==> src/include/mcd_pkg.sv <==
// Package with opcodes, interrupt numbers and carrier types of the command decoder.
package mcd_pkg;

	// ****************************************
	// Opcodes
	// ****************************************
	localparam logic [7:0] OP_ROTATE_RIGHT = 8'h01;
	localparam logic [7:0] OP_ROTATE_LEFT = 8'h02;
	localparam logic [7:0] OP_SOFT_STOP_MOTOR = 8'h03;
	localparam logic [7:0] OP_MOVE_TO_TARGET = 8'h04;
	localparam logic [7:0] OP_WRITE_AXIS_SETTING = 8'h05;
	localparam logic [7:0] OP_READ_AXIS_SETTING = 8'h06;
	localparam logic [7:0] OP_SAVE_AXIS_SETTING_NV = 8'h07;
	localparam logic [7:0] OP_RELOAD_AXIS_SETTING_NV = 8'h08;
	localparam logic [7:0] OP_WRITE_MODULE_SETTING = 8'h09;
	localparam logic [7:0] OP_READ_MODULE_SETTING = 8'h0a;
	localparam logic [7:0] OP_SAVE_MODULE_SETTING_NV = 8'h0b;
	localparam logic [7:0] OP_RELOAD_MODULE_SETTING_NV = 8'h0c;
	localparam logic [7:0] OP_DRIVE_OUTPUT_PORT = 8'h0e;
	localparam logic [7:0] OP_READ_INPUT_PORT = 8'h0f;
	localparam logic [7:0] OP_ARITH_WITH_CONSTANT = 8'h13;
	localparam logic [7:0] OP_TEST_AGAINST_CONSTANT = 8'h14;
	localparam logic [7:0] OP_JUMP_CONDITIONAL = 8'h15;
	localparam logic [7:0] OP_JUMP_ALWAYS = 8'h16;
	localparam logic [7:0] OP_CALL_ROUTINE = 8'h17;
	localparam logic [7:0] OP_RETURN_FROM_ROUTINE = 8'h18;
	localparam logic [7:0] OP_UNMASK_INTERRUPT_SOURCE = 8'h19;
	localparam logic [7:0] OP_MASK_INTERRUPT_SOURCE = 8'h1a;
	localparam logic [7:0] OP_WAIT = 8'h1b;
	localparam logic [7:0] OP_PROGRAM_STOP = 8'h1c;
	localparam logic [7:0] OP_STORE_COORDINATE = 8'h1e;
	localparam logic [7:0] OP_FETCH_COORDINATE = 8'h1f;
	localparam logic [7:0] OP_CAPTURE_COORDINATE = 8'h20;
	localparam logic [7:0] OP_ARITH_WITH_X_REGISTER = 8'h21;
	localparam logic [7:0] OP_ACCU_TO_AXIS_SETTING = 8'h22;
	localparam logic [7:0] OP_ACCU_TO_MODULE_SETTING = 8'h23;
	localparam logic [7:0] OP_SET_HANDLER_ENTRY = 8'h25;
	localparam logic [7:0] OP_RETURN_FROM_HANDLER = 8'h26;
	localparam logic [7:0] OP_ACCU_TO_COORDINATE = 8'h27;

	// ****************************************
	// Interrupt sources
	// ****************************************
	localparam int NUM_SRC = 10;
	localparam logic [7:0] IRQ_GLOBAL = 8'hff;
	localparam logic [7:0] IRQ_SETTING_BANK = 8'h03;
	// Interrupt number of each source slot; slot order is ascending number.
	localparam logic [7:0] IRQ_NUM [NUM_SRC] = '{8'h00, 8'h01, 8'h02, 8'h03, 8'h0f,
		8'h15, 8'h1b, 8'h1c, 8'h27, 8'h28};
	localparam logic [3:0] SLOT_NONE = 4'hf;

	// ****************************************
	// Command groups
	// ****************************************
	typedef enum logic [6:0] {
		MCD_GRP_NONE = 7'h00,
		MCD_GRP_MOTION = 7'h01,
		MCD_GRP_PARAM = 7'h02,
		MCD_GRP_BRANCH = 7'h04,
		MCD_GRP_IO = 7'h08,
		MCD_GRP_ARITH_WITH_CONSTANT = 7'h10,
		MCD_GRP_IRQ = 7'h20,
		MCD_GRP_BAD = 7'h40
	} mcd_group_t;

	// ****************************************
	// Carriers
	// ****************************************
	typedef struct packed {
		logic [7:0] opcode;
		logic [7:0] kind;
		logic [7:0] bank;
		logic [31:0] value;
	} mcd_cmd_t;

	typedef struct packed {
		logic [31:0] accu;
		logic [31:0] xreg;
		logic [7:0] flags;
	} mcd_context_t;

	typedef struct packed {
		logic reads_value;
		logic axis_scope;
		logic module_scope;
		logic standalone_only;
	} mcd_attr_t;

endpackage

==> src/rtl/mcd_decoder.sv <==
// Command decoder with accumulator, X register and vectored interrupt dispatch.

// How it works
// (RQ1) Motion opcodes 1,2,3,4,30,31,32 decode in both modes.
// (RQ2) Parameter opcodes 5 to 12 decode in both modes.
// (RQ3) Axis settings are per axis; module settings are kept apart.
// (RQ4) Flow opcodes 20 to 24, 27, 28 act only in standalone mode.
// (RQ5) Opcodes 14 and 15 drive or read I/O ports in either mode.
// (RQ6) Calculation opcodes 19, 33, 34, 35, 39 serve stored programs.
// (RQ7) Standalone value reads load the result into the accumulator.
// (RQ8) An X register holds extra data, loadable from the accumulator.
// (RQ9) Direct-mode reads return the value, accumulator untouched.
// (RQ10) Direct reads during a running program leave its flow unchanged.
// (RQ11) Interrupt opcodes 25, 26, 37, 38 are decoded.
// (RQ12) Each source keeps its own handler entry address.
// (RQ13) Sources are numbered 0-3, 15, 21, 27, 28, 39, 40; 255 is global.
// (RQ14) Dispatch needs event, enable and a valid handler address together.
// (RQ15) Accumulator, X register and flags are saved before a handler.
// (RQ16) No nesting: no dispatch while a handler runs.
// (RQ17) Return from handler restores context and resumes the program.
// (RQ18) Software enables globally with number 255 plus each source.
// (RQ19) Source settings come from module writes with bank 3.
// (RQ20) Lowest pending number is dispatched first; others stay pending.
module mcd_decoder #(
	parameter int ADDR_W = 16,
	parameter int AXES = 1
) (
	input wire logic clock_in,
	input wire logic rst_in,
	input wire logic cmd_valid_in,
	input wire logic cmd_direct_in,
	input mcd_pkg::mcd_cmd_t cmd_in,
	input wire logic [31:0] read_data_in,
	input wire logic [ADDR_W-1:0] prog_pc_in,
	input wire logic [mcd_pkg::NUM_SRC-1:0] irq_event_in,
	output mcd_pkg::mcd_group_t group_out,
	output logic exec_out,
	output logic axis_write_out,
	output logic module_write_out,
	output logic src_setting_write_out,
	output logic [31:0] reply_value_out,
	output logic reply_valid_out,
	output logic [31:0] accu_out,
	output logic [31:0] xreg_out,
	output logic [7:0] flags_out,
	output logic divert_out,
	output logic [ADDR_W-1:0] divert_addr_out,
	output logic resume_out,
	output logic [ADDR_W-1:0] resume_addr_out,
	output logic in_handler_out
);

	localparam int N = mcd_pkg::NUM_SRC;
	localparam logic [7:0] FLAG_ZERO = 8'h01;
	localparam logic [7:0] FLAG_NEG = 8'h02;
	localparam logic [7:0] OPR_ADD = 8'h00;
	localparam logic [7:0] OPR_SUB = 8'h01;
	localparam logic [7:0] OPR_LOAD = 8'h02;
	localparam logic [7:0] OPR_XLOAD = 8'h03;

	// ****************************************
	// Decode
	// ****************************************
	mcd_pkg::mcd_group_t grp;
	mcd_pkg::mcd_attr_t attr;

	mcd_group_decode u_dec (
		.opcode_in(cmd_in.opcode),
		.group_out(grp),
		.attr_out(attr)
	);

	// Returns the source slot of an interrupt number, or SLOT_NONE.
	function automatic logic [3:0] slot_of(input logic [7:0] num);
		logic [3:0] s;
		s = mcd_pkg::SLOT_NONE;
		for (int i = 0; i < N; i++) begin
			if (mcd_pkg::IRQ_NUM[i] == num) begin
				s = 4'(i); // (RQ13)
			end
		end
		return s;
	endfunction

	wire logic is_op_take = cmd_valid_in;
	wire logic stand_cmd = is_op_take && !cmd_direct_in;
	wire logic good_cmd = is_op_take && grp != mcd_pkg::MCD_GRP_BAD;
	// Direct-mode flow commands are refused so a running program is not disturbed.
	wire logic act_cmd = good_cmd && !(cmd_direct_in && attr.standalone_only); // (RQ4) (RQ10)
	wire logic [3:0] cmd_slot = slot_of(cmd_in.kind);
	wire logic slot_ok = cmd_slot != mcd_pkg::SLOT_NONE;
	wire logic op_unmask = stand_cmd && cmd_in.opcode == mcd_pkg::OP_UNMASK_INTERRUPT_SOURCE;
	wire logic op_mask = stand_cmd && cmd_in.opcode == mcd_pkg::OP_MASK_INTERRUPT_SOURCE;
	wire logic op_set_handler_entry = stand_cmd && cmd_in.opcode == mcd_pkg::OP_SET_HANDLER_ENTRY;
	wire logic op_return_from_handler = stand_cmd && cmd_in.opcode == mcd_pkg::OP_RETURN_FROM_HANDLER;
	wire logic op_arith_with_constant = stand_cmd && cmd_in.opcode == mcd_pkg::OP_ARITH_WITH_CONSTANT;
	wire logic op_arith_with_x_register = stand_cmd && cmd_in.opcode == mcd_pkg::OP_ARITH_WITH_X_REGISTER;
	wire logic op_comp = stand_cmd && cmd_in.opcode == mcd_pkg::OP_TEST_AGAINST_CONSTANT;
	wire logic stand_read = stand_cmd && attr.reads_value;
	wire logic direct_read = is_op_take && cmd_direct_in && attr.reads_value;

	// ****************************************
	// Interrupt state
	// ****************************************
	logic [N-1:0] pend_reg;
	logic [N-1:0] enable_reg;
	logic [N-1:0] vec_ok_reg;
	logic [ADDR_W-1:0] vec_reg [N];
	logic global_en_reg;
	logic handler_reg;
	logic [ADDR_W-1:0] ret_pc_reg;
	mcd_pkg::mcd_context_t saved_reg;
	logic [31:0] accu_reg;
	logic [31:0] xreg_reg;
	logic [7:0] flags_reg;

	// Dispatch requires event, enable, vector and no running handler.
	wire logic [N-1:0] ready = pend_reg & enable_reg & vec_ok_reg; // (RQ14)
	wire logic pick_any;
	wire logic [3:0] pick_slot;

	mcd_irq_pick #(.N(N)) u_pick (
		.ready_in(ready),
		.any_out(pick_any),
		.slot_out(pick_slot)
	);

	// A program instruction in this cycle takes precedence; dispatch waits a slot.
	wire logic take_irq = pick_any && global_en_reg && !handler_reg && !stand_cmd; // (RQ16)

	// ****************************************
	// Calculation
	// ****************************************
	logic [31:0] arith_with_constant_res;
	logic [31:0] arith_with_constant_b;
	assign arith_with_constant_b = op_arith_with_x_register ? xreg_reg : cmd_in.value;
	always_comb begin
		case (cmd_in.kind)
			OPR_ADD: arith_with_constant_res = accu_reg + arith_with_constant_b;
			OPR_SUB: arith_with_constant_res = accu_reg - arith_with_constant_b;
			OPR_LOAD: arith_with_constant_res = arith_with_constant_b;
			default: arith_with_constant_res = accu_reg;
		endcase
	end
	wire logic xload = op_arith_with_x_register && cmd_in.kind == OPR_XLOAD;
	wire logic [31:0] cmp_diff = accu_reg - cmd_in.value;
	wire logic [7:0] cmp_flags = (cmp_diff == 32'h0 ? FLAG_ZERO : 8'h00)
		| (cmp_diff[31] ? FLAG_NEG : 8'h00);

	// ****************************************
	// Pending, enable and vector registers
	// ****************************************
	genvar g;
	generate
		for (g = 0; g < N; g++) begin : g_src
			wire logic hit = cmd_slot == 4'(g);
			wire logic served = take_irq && pick_slot == 4'(g);
			always_ff @(posedge clock_in or posedge rst_in) begin
				if (rst_in) begin
					pend_reg[g] <= 1'b0;
					enable_reg[g] <= 1'b0;
					vec_ok_reg[g] <= 1'b0;
					vec_reg[g] <= '0;
				end else begin
					// A new event in the dispatch cycle keeps the source pending.
					pend_reg[g] <= irq_event_in[g] || (pend_reg[g] && !served); // (RQ20)
					if (op_unmask && hit) enable_reg[g] <= 1'b1;
					else if (op_mask && hit) enable_reg[g] <= 1'b0;
					if (op_set_handler_entry && hit) begin
						vec_ok_reg[g] <= 1'b1;
						vec_reg[g] <= cmd_in.value[ADDR_W-1:0]; // (RQ12)
					end
				end
			end
		end
	endgenerate

	// ****************************************
	// Working registers and handler state
	// ****************************************
	mcd_pkg::mcd_context_t live_ctx;
	assign live_ctx = '{accu: accu_reg, xreg: xreg_reg, flags: flags_reg};
	logic [31:0] accu_next;
	logic [31:0] xreg_next;
	logic [7:0] flags_next;
	always_comb begin
		accu_next = accu_reg;
		xreg_next = xreg_reg;
		flags_next = flags_reg;
		if (op_return_from_handler && handler_reg) begin
			accu_next = saved_reg.accu; // (RQ17)
			xreg_next = saved_reg.xreg;
			flags_next = saved_reg.flags;
		end else if (xload) begin
			xreg_next = accu_reg; // (RQ8)
		end else if (op_arith_with_constant || op_arith_with_x_register) begin
			accu_next = arith_with_constant_res; // (RQ6)
			flags_next = (arith_with_constant_res == 32'h0 ? FLAG_ZERO : 8'h00)
				| (arith_with_constant_res[31] ? FLAG_NEG : 8'h00);
		end else if (op_comp) begin
			flags_next = cmp_flags;
		end else if (stand_read) begin
			accu_next = read_data_in; // (RQ7)
		end
	end

	always_ff @(posedge clock_in or posedge rst_in) begin
		if (rst_in) begin
			accu_reg <= '0;
			xreg_reg <= '0;
			flags_reg <= '0;
			global_en_reg <= 1'b0;
			handler_reg <= 1'b0;
			ret_pc_reg <= '0;
			saved_reg <= '0;
		end else begin
			accu_reg <= accu_next;
			xreg_reg <= xreg_next;
			flags_reg <= flags_next;
			if (op_unmask && cmd_in.kind == mcd_pkg::IRQ_GLOBAL) global_en_reg <= 1'b1; // (RQ18)
			else if (op_mask && cmd_in.kind == mcd_pkg::IRQ_GLOBAL) global_en_reg <= 1'b0;
			if (take_irq) begin
				handler_reg <= 1'b1;
				ret_pc_reg <= prog_pc_in;
				saved_reg <= live_ctx; // (RQ15)
			end else if (op_return_from_handler && handler_reg) begin
				handler_reg <= 1'b0;
			end
		end
	end

	// ****************************************
	// Registered outputs
	// ****************************************
	wire logic mod_write = act_cmd && cmd_in.opcode == mcd_pkg::OP_WRITE_MODULE_SETTING;
	always_ff @(posedge clock_in or posedge rst_in) begin
		if (rst_in) begin
			group_out <= mcd_pkg::MCD_GRP_NONE;
			exec_out <= 1'b0;
			axis_write_out <= 1'b0;
			module_write_out <= 1'b0;
			src_setting_write_out <= 1'b0;
			reply_value_out <= '0;
			reply_valid_out <= 1'b0;
			divert_out <= 1'b0;
			divert_addr_out <= '0;
			resume_out <= 1'b0;
			resume_addr_out <= '0;
		end else begin
			group_out <= is_op_take ? grp : mcd_pkg::MCD_GRP_NONE; // (RQ1) (RQ2)
			exec_out <= act_cmd; // (RQ5)
			axis_write_out <= act_cmd && attr.axis_scope && !attr.reads_value; // (RQ3)
			module_write_out <= act_cmd && attr.module_scope && !attr.reads_value;
			src_setting_write_out <= mod_write && cmd_in.bank == mcd_pkg::IRQ_SETTING_BANK
				&& slot_ok; // (RQ19)
			reply_valid_out <= direct_read; // (RQ9)
			reply_value_out <= direct_read ? read_data_in : reply_value_out;
			divert_out <= take_irq;
			divert_addr_out <= vec_reg[pick_slot < 4'(N) ? pick_slot : 4'h0];
			resume_out <= op_return_from_handler && handler_reg;
			resume_addr_out <= ret_pc_reg;
		end
	end

	assign accu_out = accu_reg;
	assign xreg_out = xreg_reg;
	assign flags_out = flags_reg;
	assign in_handler_out = handler_reg;

	// ****************************************
	// Assertions
	// ****************************************
	a_direct_keeps_accu: assert property (@(posedge clock_in) disable iff (rst_in) // (RQ9)
		direct_read |=> accu_reg == $past(accu_reg))
		else $error("direct read changed accumulator");
	a_no_nesting: assert property (@(posedge clock_in) disable iff (rst_in) // (RQ16)
		handler_reg |-> !take_irq)
		else $error("interrupt dispatched inside handler");
	a_dispatch_cond: assert property (@(posedge clock_in) disable iff (rst_in) // (RQ14)
		take_irq |-> (|(pend_reg & enable_reg & vec_ok_reg)) && global_en_reg)
		else $error("dispatch without enable or vector");
	a_ctx_saved: assert property (@(posedge clock_in) disable iff (rst_in) // (RQ15)
		take_irq |=> saved_reg.accu == $past(accu_reg) && saved_reg.xreg == $past(xreg_reg)
		&& saved_reg.flags == $past(flags_reg))
		else $error("context not saved on dispatch");
	a_ctx_restore: assert property (@(posedge clock_in) disable iff (rst_in) // (RQ17)
		op_return_from_handler && handler_reg |=> accu_reg == $past(saved_reg.accu) && !handler_reg
		&& resume_out)
		else $error("context not restored on return");
	a_stand_read: assert property (@(posedge clock_in) disable iff (rst_in) // (RQ7)
		stand_read && !op_return_from_handler |=> accu_reg == $past(read_data_in))
		else $error("standalone read not in accumulator");
	a_lowest_first: assert property (@(posedge clock_in) disable iff (rst_in) // (RQ20)
		take_irq && ready[0] |-> pick_slot == 4'h0)
		else $error("lower source not served first");
	a_divert_pulse: assert property (@(posedge clock_in) disable iff (rst_in) // (RQ12)
		take_irq |=> divert_out && divert_addr_out == $past(vec_reg[pick_slot]))
		else $error("wrong handler address");
	a_x_load: assert property (@(posedge clock_in) disable iff (rst_in) // (RQ8)
		xload && !(op_return_from_handler && handler_reg) |=> xreg_reg == $past(accu_reg))
		else $error("X register not loaded from accumulator");

endmodule

==> src/rtl/mcd_group_decode.sv <==
// Combinational decoder that sorts an opcode into its command group.
module mcd_group_decode (
	input wire logic [7:0] opcode_in,
	output mcd_pkg::mcd_group_t group_out,
	output mcd_pkg::mcd_attr_t attr_out
);

	always_comb begin
		attr_out = '0;
		case (opcode_in)
			mcd_pkg::OP_ROTATE_RIGHT, mcd_pkg::OP_ROTATE_LEFT, mcd_pkg::OP_SOFT_STOP_MOTOR,
			mcd_pkg::OP_MOVE_TO_TARGET, mcd_pkg::OP_STORE_COORDINATE,
			mcd_pkg::OP_CAPTURE_COORDINATE: group_out = mcd_pkg::MCD_GRP_MOTION; // (RQ1)
			mcd_pkg::OP_FETCH_COORDINATE: begin
				group_out = mcd_pkg::MCD_GRP_MOTION; // (RQ1)
				attr_out.reads_value = 1'b1;
			end
			mcd_pkg::OP_WRITE_AXIS_SETTING, mcd_pkg::OP_SAVE_AXIS_SETTING_NV,
			mcd_pkg::OP_RELOAD_AXIS_SETTING_NV: begin
				group_out = mcd_pkg::MCD_GRP_PARAM; // (RQ2)
				attr_out.axis_scope = 1'b1; // (RQ3)
			end
			mcd_pkg::OP_READ_AXIS_SETTING: begin
				group_out = mcd_pkg::MCD_GRP_PARAM; // (RQ2)
				attr_out.axis_scope = 1'b1;
				attr_out.reads_value = 1'b1;
			end
			mcd_pkg::OP_WRITE_MODULE_SETTING, mcd_pkg::OP_SAVE_MODULE_SETTING_NV,
			mcd_pkg::OP_RELOAD_MODULE_SETTING_NV: begin
				group_out = mcd_pkg::MCD_GRP_PARAM; // (RQ2)
				attr_out.module_scope = 1'b1; // (RQ3)
			end
			mcd_pkg::OP_READ_MODULE_SETTING: begin
				group_out = mcd_pkg::MCD_GRP_PARAM; // (RQ2)
				attr_out.module_scope = 1'b1;
				attr_out.reads_value = 1'b1;
			end
			mcd_pkg::OP_JUMP_ALWAYS, mcd_pkg::OP_JUMP_CONDITIONAL,
			mcd_pkg::OP_TEST_AGAINST_CONSTANT, mcd_pkg::OP_CALL_ROUTINE,
			mcd_pkg::OP_RETURN_FROM_ROUTINE, mcd_pkg::OP_WAIT,
			mcd_pkg::OP_PROGRAM_STOP: begin
				group_out = mcd_pkg::MCD_GRP_BRANCH; // (RQ4)
				attr_out.standalone_only = 1'b1;
			end
			mcd_pkg::OP_DRIVE_OUTPUT_PORT: group_out = mcd_pkg::MCD_GRP_IO; // (RQ5)
			mcd_pkg::OP_READ_INPUT_PORT: begin
				group_out = mcd_pkg::MCD_GRP_IO; // (RQ5)
				attr_out.reads_value = 1'b1;
			end
			mcd_pkg::OP_ARITH_WITH_CONSTANT, mcd_pkg::OP_ARITH_WITH_X_REGISTER,
			mcd_pkg::OP_ACCU_TO_AXIS_SETTING, mcd_pkg::OP_ACCU_TO_MODULE_SETTING,
			mcd_pkg::OP_ACCU_TO_COORDINATE: group_out = mcd_pkg::MCD_GRP_ARITH_WITH_CONSTANT; // (RQ6)
			mcd_pkg::OP_UNMASK_INTERRUPT_SOURCE, mcd_pkg::OP_MASK_INTERRUPT_SOURCE,
			mcd_pkg::OP_SET_HANDLER_ENTRY,
			mcd_pkg::OP_RETURN_FROM_HANDLER: group_out = mcd_pkg::MCD_GRP_IRQ; // (RQ11)
			default: group_out = mcd_pkg::MCD_GRP_BAD;
		endcase
	end

endmodule

==> src/rtl/mcd_irq_pick.sv <==
// Priority picker: the lowest pending, enabled and vectored source wins.
module mcd_irq_pick #(
	parameter int N = 10
) (
	input wire logic [N-1:0] ready_in,
	output logic any_out,
	output logic [3:0] slot_out
);

	always_comb begin
		any_out = 1'b0;
		slot_out = mcd_pkg::SLOT_NONE;
		for (int i = N - 1; i >= 0; i--) begin
			if (ready_in[i]) begin
				any_out = 1'b1; // (RQ20)
				slot_out = 4'(i);
			end
		end
	end

endmodule

==> config.mk <==
export PLATFORM = sky130hd
export DESIGN_NAME = mcd_decoder
export DESIGN_NICKNAME = d
export VERILOG_FILES = /design/src/include/mcd_pkg.sv /design/src/rtl/mcd_decoder.sv /design/src/rtl/mcd_group_decode.sv /design/src/rtl/mcd_irq_pick.sv
export SDC_FILE = /design/constraint.sdc
export NUM_CORES = 1
export LEC_CHECK = 0
export ABC_AREA = 0
export ABC_CLOCK_PERIOD_IN_PS = 15700
export BUFFER_PORTS_ARGS = -buffer_cell sky130_fd_sc_hd__buf_4
export CAP_MARGIN = 20
export CORE_UTILIZATION = 54
export DETAILED_ROUTE_END_ITERATION = 8
export PLACE_DENSITY = 0.77
export SYNTH_ARGS = -nofsm -noshare
export SYNTH_HDL_FRONTEND = slang
export SYNTH_HIERARCHICAL = 1
export SYNTH_SLANG_ARGS = --single-unit
==> constraint.sdc <==
create_clock -name clock_in -period 15.7 [get_ports clock_in]
set_clock_uncertainty 0.1 [all_clocks]
set_input_delay 3.14 -clock clock_in [delete_from_list [all_inputs] [get_ports clock_in]]
set_output_delay 3.14 -clock clock_in [all_outputs]
set_load 0.005 [all_outputs]
==> reports/metrics.cfg <==
[status]
run_status=completed

[logic_synthesis]
syn-instance-count=2318
postSynthNetCount=2499
syn_area_sq_um=24100
netlist_top_cells_area=dfrtp_1 45%, mux2_2 14%, nand2_1 3.2%
syn_area_per_cell_sq_um=10.4
ys_ff_latch=430
post_synth_edffs=0
async_flop_share_pct=100
yosys_warnings=6
synth_cell_type_count=82
seq_area_frac_synth_pct=44.6
synth.largest_area_cell=dfrtp_1
synth_top_cell_area_share_pct=44.6
primary_ff_master_synth=dfrtp_1

[place]
dp_cells=3068
routability_congestion_estimate=0.973
buffers_added_on_ports=268
detailed_place_hpwl_um=53600

[worst_setup_path]
setup.worst_path.start=cmd_in[50]
critPathKind=input pin to flop
critPathCapture=flags_out[0]
timing.reg2reg.setup_slack_ps=9360
worst_r2r_endpoint=flags_out[0]
timing.critical_path.to_type=flop
reg2reg_depth=20
worstSetupStartpointType=input pin
critical_path_required_ps=16110
worst-path-max-fanout=32
r2r_start=xreg_out[0]
worstPathArrival_ps=9390

[grt]
globalRoute.totalOverflow=0
grt_pass1_wl_um=115000
grt.total_usage_pct=32.8
grt_max_degree=183
antenna_found_initial=0
grt_pass1_vias=20071

[layout]
area_growth_pct=17.0
final_common_cell=dfrtp_1
net_count_reported_at_finish=2707
register_area_sq_um=10800
most-common-layout-cells=430 x dfrtp_1, 305 x mux2_2, 294 x buf_4
largest_reg_flops=160
antennaDiodeCount=0
area_taken_by_multi_input_logic_gates_sq_um=12600
num-fill-cells=3557
drive_above_1_share_pct=28.9
instances_no_fill=3153

[floorplan]
i_o_pin_count=269
die_area_sq_um=45500
die-width_um=213
initial_core_util_pct=54.6
placement_rows=77
fp.dieH_um=213
placeableCoreArea_sq_um=44100

[timing]
timing_max_transition_violations_final=0
relSlewSlack_pct=21.2
setup-tns-final_ps=0
final_min_period_over_clock_period_pct=57.2
timing.final.setup_violations=0
fmaxAchievable_mhz=111
rsz0062_at_grt=false
final-hold-violation-count=0
fin_crit_ps=8980
tightest_slew_ps=1180

[pwr]
power.ir.vdd_worst_v=0.0000879
combinationalPowerShare_pct=17.4
clkPwrFrac_pct=39.5
p_int_mw=1.95
share_seq_of_total_power_pct=43.0
leakage_nw=13.8
p_sw_uw=785
power.density_nw_per_um2=96.9
sw_frac_of_total_pct=28.7

[clock_tree]
htreeDepth=2
cts-root-to-sink-buffers=3
post-cts-setup-buffer-count=0
cts_sinks=430
post_cts_resize_count=0
cts_buffers=45
cts_hold_repair.buffers=0
cts-root-buf=clkbuf_16
clk_latency_ps=590
tritoncts=built
clk_pin_slew_worst_paths_ps=60

[drt]
avgRoutedWirePerCell_um=23.7
post_drt_via_cell_ratio=6.40
drc=0
route.final.wire_length_um=74900
drt_iter0_drc=1960
drt_first_pass_iters=8
detailroute.via_count=20175
antenna_left=0

[run]
drv_cap=0

[hold_path]
min_path_type=flop to flop

[metal layers]
metal	wire [um]	track usage (%)	up-vias	share of wire, %
met2	34200	51.2	956	46
met5	0	0	-	0
met3	5850	5.15	147	7.8
li1	-	-	8991	-
met1	32600	46.4	10081	44
met4	2220	11.6	0	3.0
[through the flow]
step	util (%)	cell area (sq um)	hold WS [ps]	total power, mW	setup WS, ps
final	64.0	28200	271	2.74	6720
after global routing	64.0	28200	286	2.83	6380
after CTS	63.8	28100	274	2.74	6810
after detailed placement	60.4	26600	262	1.66	6240
after global placement	60.4	26600	255	1.65	6430
after floorplan	-	24100	250	1.48	485
[cell usage after synthesis, types with 9 or more instances]
master / n
or2_2: 11
ha_1: 61
a22oi_1: 37
nand4_1: 21
dfrtp_1: 430
o22ai_1: 45
a21o_1: 37
and2_1: 24
or4_1: 10
and3_1: 26
nor3_1: 40
xnor2_1: 31
a31oi_1: 19
o221ai_1: 29
nor2b_1: 26
mux2i_1: 53
nor3b_1: 9
o21a_1: 9
mux4_2: 16
xor2_1: 28
buf_1: 11
or3_1: 21
nand2b_1: 18
nand2_1: 205
o21ai_0: 101
o31ai_1: 43
a21oi_1: 104
clkbuf_1: 121
inv_1: 64
a211oi_1: 19
mux2_2: 305
nor4_1: 24
nor2_1: 124
nand3_1: 46
[power by group through the flow]
stage | combinational, mW | clock [mW] | sequential [mW]
floorplan | 0.303 | 0 | 1.17
global placement | 0.461 | 0 | 1.19
detailed placement | 0.464 | 0 | 1.19
CTS | 0.468 | 1.10 | 1.17
global route | 0.520 | 1.14 | 1.18
finish | 0.477 | 1.08 | 1.18
[area by class of cell]
cell class              count  share of cell area [%]
inverters                  66                   0.904
multi-input cells        1684                    44.8
well taps                 592                    2.62
repair buffers            299                    8.19
clock buffers              65                    4.47
clock inverters            17                   0.860
flip-flops and latches    430                    38.1
[worst max-delay path, cell delays in order]
cell	delay, ps
buf_4	160
or3_1	480
nor3_2	190
buf_4	430
mux2i_1	550
o21ai_0	340
or3_1	430
o21ai_0	230
xnor2_1	160
ha_1	330
a21oi_1	260
inv_1	90
a31oi_1	290
nor3_1	80
a211oi_1	400
nand2_1	190
or4_1	610
nor4_1	290
nand4_1	150
or4_1	420
a21oi_1	160
[worst min-delay path by stage]
| stage | to | slack (ps) | cells past startpoint | startpoint |
|---|---|---|---|---|
| 3_5_place_dp | resume_addr_out[4] | 260 | 0 | ret_pc_reg[4] |
| 4_1_cts | resume_addr_out[7] | 270 | 0 | ret_pc_reg[7] |
| 3_3_place_gp | resume_addr_out[11] | 250 | 0 | ret_pc_reg[11] |
| 2_1_floorplan | resume_addr_out[0] | 250 | 0 | ret_pc_reg[0] |
| 5_1_grt | resume_addr_out[6] | 290 | 0 | ret_pc_reg[6] |
| 6_report | resume_addr_out[7] | 270 | 0 | ret_pc_reg[7] |
[logic make-up (layout without fill, tap and decap cells)]
| logic type | count (synthesis) | count (layout) | share of synthesized area (%) |
|---|---|---|---|
| AND/OR/NAND/NOR | 643 | 643 | 13.4 |
| AO/OA/AOI/OAI | 545 | 545 | 15.3 |
| flip-flops | 430 | 430 | 44.6 |
| multiplexers | 374 | 374 | 17.9 |
| buffers and inverters | 204 | 447 | 3.24 |
| adder cells (fa/ha/maj) | 63 | 63 | 3.33 |
| XOR/XNOR | 59 | 59 | 2.14 |
Power figures use the tool's default switching activity.
